<file path="src/design/lcd_pkg.sv">
// lcd_pkg: command codes, register defaults, field positions, timing
// assumes a 100 MHz mclk and one byte per host strobe
package lcd_pkg;
    // command codes
    localparam logic [7:0] CMD_NOP = 8'h00;
    localparam logic [7:0] CMD_SOFT_REINIT = 8'h01;
    localparam logic [7:0] CMD_READ_IDENTITY = 8'h04;
    localparam logic [7:0] CMD_READ_STATUS = 8'h09;
    localparam logic [7:0] CMD_MEM_ACCESS = 8'h36;
    localparam logic [7:0] CMD_SCROLL_START = 8'h37;
    localparam logic [7:0] CMD_IDLE_OFF = 8'h38;
    localparam logic [7:0] CMD_IDLE_ON = 8'h39;
    localparam logic [7:0] CMD_PIXEL_FORMAT = 8'h3A;
    localparam logic [7:0] CMD_WRITE_CONTINUE = 8'h3C;
    localparam logic [7:0] CMD_READ_CONTINUE = 8'h3E;
    localparam logic [7:0] CMD_TEAR_SCAN = 8'h45;
    localparam logic [7:0] CMD_IDENTITY_1 = 8'hDA;
    localparam logic [7:0] CMD_IDENTITY_2 = 8'hDB;
    localparam logic [7:0] CMD_IDENTITY_3 = 8'hDC;

    // reset values
    localparam logic [7:0] MAC_RESET = 8'h00;
    localparam logic [15:0] SCROLL_RESET = 16'h0000;
    localparam logic [7:0] PIXFMT_RESET = 8'h66;
    // identity value, arbitrary
    localparam logic [23:0] IDENTITY_DEFAULT = 24'h5AA53C;

    // field positions
    localparam int MAC_FIELD_LSB = 2;
    localparam int PIX_VIDEO_LSB = 4;
    localparam int PIX_HOST_LSB = 0;
    localparam logic [2:0] FMT_12BPP = 3'h3;
    localparam logic [2:0] FMT_16BPP = 3'h5;
    localparam logic [2:0] FMT_18BPP = 3'h6;

    // timing
    localparam int CLK_PERIOD_NS = 10;
    localparam int REINIT_TIME_NS = 5000000;
    localparam int REINIT_CYCLES = (REINIT_TIME_NS + CLK_PERIOD_NS - 1) / CLK_PERIOD_NS;

    // host write strobe with its byte
    typedef struct packed {
        logic valid;
        logic is_param;
        logic [7:0] data;
    } lcd_host_type;

    // mode flags owned by neighbouring blocks
    typedef struct packed {
        logic booster;
        logic partial;
        logic sleep_out;
        logic normal;
        logic scroll;
        logic inversion;
        logic display_on;
        logic tear_on;
        logic tear_mode;
    } lcd_mode_type;

    typedef enum logic {st_run, st_reinit} lcd_state_type;
endpackage : lcd_pkg

</file>
<file path="src/design/lcd_cmd_decoder.sv">
// lcd_cmd_decoder: host command and status decoder of the display controller
// assumes host strobes synchronous to mclk; frame memory and power live outside
// Operation
// - command 00h takes no parameter and changes nothing.
// - command 01h reloads access control, scroll start, pixel format and idle mode with defaults.
// - soft reinit never touches frame memory contents.
// - soft reinit blanks screen, loads defaults and pulses sleep_enter, all in one cycle.
// - command 04h returns three identity bytes, high byte first.
// - DAh, DBh, DCh return identity bytes one, two, three.
// - command 09h returns four status bytes; byte 2 defaults 61h.
// - status bits mirror access control bits 7, 6 and 5.
// - status refresh order bit mirrors access control bit 4.
// - command 36h takes one byte; bits 7..2 kept, reset 00h.
// - command 37h takes two bytes, high first, scroll start line.
// - 38h leaves idle; 39h enters idle and turns other modes off.
// - these commands are accepted in every display and sleep mode.
// - colour format codes 011, 101, 110 mean 12, 16, 18 bpp.
// - tear mode 0 pulses in vblank only; 1 in hblank too.
`timescale 1ns/1ns
module lcd_cmd_decoder
    import lcd_pkg::*;
#(
    parameter int REINIT_COUNT = lcd_pkg::REINIT_CYCLES,
    parameter logic [23:0] IDENTITY = lcd_pkg::IDENTITY_DEFAULT
) (
    input wire logic mclk, // core clock
    input wire logic arst_n, // async reset
    input wire lcd_pkg::lcd_host_type host, // command or parameter write
    input wire logic rd_req, // read strobe
    output logic [7:0] rdata, // read byte
    output logic rd_valid, // read byte valid
    input wire lcd_pkg::lcd_mode_type modes, // external mode flags
    input wire logic [9:0] scan_line, // current scan line
    input wire logic vblank, // vertical blanking
    input wire logic hblank, // horizontal blanking
    output logic tear_out, // tearing output
    output logic [7:0] memory_access_control, // access control
    output logic [15:0] scroll_start_line, // scroll start
    output logic [7:0] pixel_format_select, // pixel format
    output logic format_defined, // host format is defined
    output logic idle_mode, // idle mode on
    output logic other_modes_off, // pulse: idle entered
    output logic mem_wr_continue, // pulse: resume write
    output logic mem_rd_continue, // pulse: resume read
    output logic sleep_enter, // pulse: enter sleep-in
    output logic reinit_busy, // reinit in progress
    output logic screen_blank // whole screen blank
);
    import lcd_pkg::*;

    localparam int CW = $clog2(REINIT_COUNT + 1);

    lcd_state_type state;
    logic [CW-1:0] reinit_cnt;
    logic [7:0] cur_cmd;
    logic [1:0] par_idx;
    logic [1:0] rd_idx;
    logic [7:0] scroll_hi;
    logic [9:0] scan_snap;
    logic [7:0] next_rdata;
    logic [31:0] status_word;
    logic cmd_stb;
    logic par_stb;
    logic reinit_go;

    // writes during reinit are dropped
    assign cmd_stb = host.valid && !host.is_param && state == st_run;
    assign par_stb = host.valid && host.is_param && state == st_run;
    assign reinit_go = cmd_stb && host.data == CMD_SOFT_REINIT;
    assign reinit_busy = state == st_reinit;
    assign screen_blank = reinit_busy;

    // reinit window
    always_ff @(posedge mclk or negedge arst_n) begin
        if (!arst_n) begin
            state <= st_run;
            reinit_cnt <= '0;
        end else begin
            case (state)
                st_run: begin
                    if (reinit_go) begin
                        state <= st_reinit;
                        reinit_cnt <= CW'(REINIT_COUNT - 1);
                    end
                end
                st_reinit: begin
                    if (reinit_cnt == '0) begin
                        state <= st_run;
                    end else begin
                        reinit_cnt <= reinit_cnt - 1'b1;
                    end
                end
                default: state <= st_run;
            endcase
        end
    end

    // current command and byte indices
    always_ff @(posedge mclk or negedge arst_n) begin
        if (!arst_n) begin
            cur_cmd <= CMD_NOP;
            par_idx <= '0;
            rd_idx <= '0;
            scan_snap <= '0;
        end else begin
            if (cmd_stb) begin
                cur_cmd <= host.data;
                par_idx <= '0;
                rd_idx <= '0;
                if (host.data == CMD_TEAR_SCAN) begin
                    scan_snap <= scan_line;
                end
            end else begin
                if (par_stb && par_idx != 2'h3) begin
                    par_idx <= par_idx + 1'b1;
                end
                if (rd_req && rd_idx != 2'h3) begin
                    rd_idx <= rd_idx + 1'b1;
                end
            end
        end
    end

    // registers; frame memory is not here, reinit cannot reach it
    always_ff @(posedge mclk or negedge arst_n) begin
        if (!arst_n) begin
            memory_access_control <= MAC_RESET;
            scroll_start_line <= SCROLL_RESET;
            pixel_format_select <= PIXFMT_RESET;
            scroll_hi <= '0;
        end else if (reinit_go) begin
            memory_access_control <= MAC_RESET;
            scroll_start_line <= SCROLL_RESET;
            pixel_format_select <= PIXFMT_RESET;
            scroll_hi <= '0;
        end else if (par_stb) begin
            case (cur_cmd)
                CMD_MEM_ACCESS: begin
                    if (par_idx == 2'h0) begin
                        memory_access_control <= {host.data[7:MAC_FIELD_LSB], 2'b00};
                    end
                end
                CMD_SCROLL_START: begin
                    if (par_idx == 2'h0) begin
                        scroll_hi <= host.data;
                    end else if (par_idx == 2'h1) begin
                        scroll_start_line <= {scroll_hi, host.data};
                    end
                end
                CMD_PIXEL_FORMAT: begin
                    if (par_idx == 2'h0) begin
                        pixel_format_select <= {1'b0, host.data[PIX_VIDEO_LSB+:3],
                            1'b0, host.data[PIX_HOST_LSB+:3]};
                    end
                end
                default: ;
            endcase
        end
    end

    // idle mode and one-cycle command pulses
    always_ff @(posedge mclk or negedge arst_n) begin
        if (!arst_n) begin
            idle_mode <= 1'b0;
            other_modes_off <= 1'b0;
            mem_wr_continue <= 1'b0;
            mem_rd_continue <= 1'b0;
            sleep_enter <= 1'b0;
        end else begin
            if (reinit_go || (cmd_stb && host.data == CMD_IDLE_OFF)) begin
                idle_mode <= 1'b0;
            end else if (cmd_stb && host.data == CMD_IDLE_ON) begin
                idle_mode <= 1'b1;
            end
            other_modes_off <= cmd_stb && host.data == CMD_IDLE_ON;
            mem_wr_continue <= cmd_stb && host.data == CMD_WRITE_CONTINUE;
            mem_rd_continue <= cmd_stb && host.data == CMD_READ_CONTINUE;
            sleep_enter <= reinit_go;
        end
    end

    // status bytes 1 to 4, high byte first
    assign status_word = {
        modes.booster, memory_access_control[7:MAC_FIELD_LSB], 1'b0,
        1'b0, pixel_format_select[PIX_HOST_LSB+:3], idle_mode,
        modes.partial, modes.sleep_out, modes.normal,
        modes.scroll, 1'b0, modes.inversion, 2'b00,
        modes.display_on, modes.tear_on, 1'b0,
        modes.tear_mode, 7'h00
    };

    function automatic logic [7:0] pick(input logic [31:0] w, input logic [1:0] i);
        pick = w[8'(31 - 8 * i) -: 8];
    endfunction : pick

    // read byte selection; past the last byte zero, except status repeats byte 4
    always_comb begin
        next_rdata = 8'h00;
        case (cur_cmd)
            CMD_READ_IDENTITY: next_rdata = pick({IDENTITY, 8'h00}, rd_idx);
            CMD_READ_STATUS: next_rdata = pick(status_word, rd_idx);
            CMD_TEAR_SCAN: next_rdata = pick({6'h00, scan_snap, 16'h0000}, rd_idx);
            CMD_IDENTITY_1: next_rdata = rd_idx == 2'h0 ? IDENTITY[23:16] : 8'h00;
            CMD_IDENTITY_2: next_rdata = rd_idx == 2'h0 ? IDENTITY[15:8] : 8'h00;
            CMD_IDENTITY_3: next_rdata = rd_idx == 2'h0 ? IDENTITY[7:0] : 8'h00;
            default: next_rdata = 8'h00;
        endcase
    end

    // reads answered in every mode
    always_ff @(posedge mclk or negedge arst_n) begin
        if (!arst_n) begin
            rdata <= 8'h00;
            rd_valid <= 1'b0;
        end else begin
            rd_valid <= rd_req;
            if (rd_req) begin
                rdata <= next_rdata;
            end
        end
    end

    // tearing output and format check
    always_ff @(posedge mclk or negedge arst_n) begin
        if (!arst_n) begin
            tear_out <= 1'b0;
            format_defined <= 1'b0;
        end else begin
            tear_out <= modes.tear_on && (vblank || (modes.tear_mode && hblank));
            format_defined <= pixel_format_select[2:0] == FMT_12BPP
                || pixel_format_select[2:0] == FMT_16BPP
                || pixel_format_select[2:0] == FMT_18BPP;
        end
    end
endmodule : lcd_cmd_decoder

</file>
<file path="config.mk">
export PLATFORM = sky130hd
export DESIGN_NAME = lcd_cmd_decoder
export DESIGN_NICKNAME = d
export VERILOG_FILES = /design/src/design/lcd_pkg.sv /design/src/design/lcd_cmd_decoder.sv
export SDC_FILE = /design/constraint.sdc
export NUM_CORES = 1
export LEC_CHECK = 0
export ABC_AREA = 0
export BUFFER_PORTS_ARGS = -buffer_cell sky130_fd_sc_hd__buf_2
export CORE_UTILIZATION = 60
export DETAILED_ROUTE_END_ITERATION = 7
export GPL_TIMING_DRIVEN = 0
export PLACE_DENSITY = 0.85
export SLEW_MARGIN = 20
export SYNTH_ARGS = -nofsm -noshare
export SYNTH_HDL_FRONTEND = slang
export SYNTH_SLANG_ARGS = --single-unit
</file>
<file path="constraint.sdc">
create_clock -name mclk -period 7.15 [get_ports mclk]
set_clock_uncertainty 0.2 [all_clocks]
set_input_delay 1.0725 -clock mclk [delete_from_list [all_inputs] [get_ports mclk]]
set_output_delay 1.0725 -clock mclk [all_outputs]
set_load 0.02 [all_outputs]
</file>
==> impl_metrics.json <==
{
  "maxCapViolCount": 0,
  "dpl.hpwl_um": 8093,
  "die_area_um2": 8126,
  "diodes": 0,
  "grt_pass1_vias": 3751,
  "avgSynthCellArea_um2": 10.29,
  "synthArstFlopShare_pct": 100.0,
  "p_sw_mw": 0.3179,
  "tns_ns": 0,
  "synth_most_common_cell": "dfrtp_1",
  "synth_flop_cell": "dfrtp_1",
  "crit_path_end_kind": "flip-flop",
  "synth-edff-count": 0,
  "netlist_instances": 453,
  "cts_hold_buf": 0,
  "drt_iter0_drc": 412,
  "wl_per_cell_um": 17.24,
  "rows": 31,
  "min_path_cells": 1,
  "cts_buffer_depth": 2,
  "multi_input_area_um2": 2102,
  "netlist_area_um2": 4662,
  "htreeDepth": 3,
  "swShare_pct": 28.17,
  "viasPerCell": 6.048,
  "synthTopCellsByArea": "dfrtp_1 (48%), nand2_1 (4.0%), mux2i_1 (3.4%)",
  "clk_latency_ns": 0.36,
  "tightest_slew_ns": 0.7695,
  "drcViolationCount": 0,
  "regToRegSetupSlack_ns": 4.51,
  "cts_buffers": 9,
  "required_ns": 7.18,
  "cts_sinks": 94,
  "wl_um": 11210,
  "cts.clk_slew.worst_paths_ns": 0.10,
  "start_kind": "input port",
  "synth_top_area_cell": "dfrtp_1",
  "placed_cells": 634,
  "seqCellArea_um2": 2357,
  "intPower_mw": 0.8106,
  "power_leakage_nw": 2.609,
  "yosysWarnings": 0,
  "cp.arrival_ns": 2.90,
  "p_total_mw": 1.128,
  "final_cells": 650,
  "rsz0062_at_grt": "no",
  "pwr-share-comb_pct": 16.4,
  "worst_slew_margin_rel_pct": 48.27,
  "boundaryPins": 84,
  "syn_to_final_growth_pct": 16.67,
  "ys_ff_latch": 94,
  "finalCritPeriodShare_pct": 40.04,
  "cts_tree": "done",
  "cts_setup_buffers": 0,
  "die-width_um": 90.15,
  "layout-drive-gt1-share_pct": 27.04,
  "fmax_mhz": 349.3,
  "nets": 587,
  "power_frac_seq_pct": 49.1,
  "core_area_um2": 7370,
  "ys_types": 64,
  "die_h_um": 90.15,
  "port_buffers": 78,
  "gp_congestion": 0.8628,
  "grt_max_degree": 53,
  "outcome": "completed",
  "critical_path_class": "in -> reg",
  "synth_commonest_cells": "dfrtp_1 (90), nand2_1 (50), nor2_1 (35)",
  "grt_pass1_wl_um": 18440,
  "yosysSeqAreaShare_pct": 50.56,
  "crit_path_max_fanout": 10,
  "setup_viol": 0,
  "yosysTopAreaCellShare_pct": 48.31,
  "initial_utilization_pct": 63.26,
  "power_frac_clock_pct": 34.5,
  "fin_crit_ns": 2.863,
  "first_pass_iters": 5,
  "vias": 3931,
  "cts_resized": 0,
  "ant_nets": 0,
  "grt_overflow": 0,
  "powerDensity_nw_per_um2": 207.5,
  "hold_viol": 0,
  "root_buffer": "clkbuf_8",
  "track_usage_pct": 28.76,
  "reg2reg_depth": 7,
  "fillers": 531,
  "max-vdd-ir-drop_mv": 0.1210,
  "hold_class": "reg -> reg",
  "drv_slew": 0,
  "antenna_found_initial": 0
}
==> worst paths after layout <==
kind                                     startpoint                                 end
min reg2reg                scroll_hi[5]$_DFFE_PN0P_            scroll_hi[5]$_DFFE_PN0P_
min in group asynchronous                    arst_n           reinit_cnt[1]$_DFFE_PN0P_
max                                         host[3]  pixel_format_select[4]$_DFFE_PN0P_
min                        scroll_hi[5]$_DFFE_PN0P_            scroll_hi[5]$_DFFE_PN0P_
max in group asynchronous                    arst_n  pixel_format_select[2]$_DFFE_PN1P_
max reg2reg                  cur_cmd[3]$_DFFE_PN0P_   scroll_start_line[15]$_DFFE_PN0P_
==> cell type report <==
type | instances | share of cell area, %
inverter | 19 | 1.311
clock inverter | 7 | 1.794
sequential | 94 | 43.34
timing repair buffer | 79 | 7.729
multi-input combinational | 315 | 38.65
tap | 99 | 2.277
buffer | 28 | 2.623
clock buffer | 9 | 2.277
==> layout by cell type, fill, tap and decap left out, types with 4 or more instances in the layout <==
master and count:
mux2_2 11, or4_1 5, conb_1 4, nor3_1 9, dfrtp_1 90, nor4b_1 5, nand2_1 50, o21ai_0 18
buf_2 89, inv_1 17, dfstp_2 4, nand4_1 5, mux2i_1 16, nand3_2 5, nand3_1 11, buf_4 7
mux2_1 8, nand3b_1 6, clkbuf_1 9, o211ai_1 7, o21ai_1 18, a22oi_1 5, nor4_1 7, xor2_1 11
a21oi_1 7, nor2_1 35, clkbuf_8 9, ha_1 7, o21ai_2 6, a221oi_1 4
==> worst max-delay path, cell delays in order <==
cell,delay (ns)
buf_2,0.14
nor4_1,0.28
nand3b_1,0.14
or4_1,0.50
buf_2,0.19
buf_1,0.29
nand3_1,0.18
o21ai_1,0.09
==> cells by family after synthesis <==
family	count (synthesis)	synth area share (%)
and+or+nand+nor	165	19.22
DFF	94	50.56
AOI/OAI and AO/OA	92	13.39
buffers and inverters	47	4.589
muxes	35	8.025
xor gates and xnor gates	12	2.254
adders and majority gates	7	1.879
other	1	0.08044
==> metal layers <==
metal  track usage [%]  vias up  wire length (um)
met1             39.13     1925              4738
met5                 0        -                 0
li1                  -     1803                 -
met4             11.42        0               229
met3             4.484       24               755
met2             46.44      179              5484
==> flip-flops by register name, indices dropped and copies added, names as in the netlist, 2 cells and up <==
| register | flops |
|---|---|
| reinit_cnt | 19 |
| scroll_start_line | 16 |
| par_idx | 2 |
| memory_access_control | 6 |
| pixel_format_select | 6 |
| rd_idx | 2 |
| scan_snap | 10 |
| cur_cmd | 8 |
| rdata | 8 |
| scroll_hi | 8 |
==> through the flow <==
stage	hold slack [ns]	instance area [um^2]	util, %	setup WS, ns
after detailed placement	0.2786	5218	70.80	3.939
after CTS	0.3024	5439	73.80	4.299
after global placement	0.2684	5187	70.39	3.982
final	0.3001	5439	73.80	4.287
after floorplan	0.2578	4673	-	4.226
after global routing	0.3146	5439	73.80	4.230
==> power by group through the flow <==
stage	registers (mW)	logic [mW]	clock network, mW
global route	0.556	0.200	0.414
detailed placement	0.565	0.177	0
finish	0.554	0.185	0.389
floorplan	0.571	0.108	0
CTS	0.554	0.181	0.391
global placement	0.564	0.171	0
Note: power is estimated with default switching activity, not from simulation.
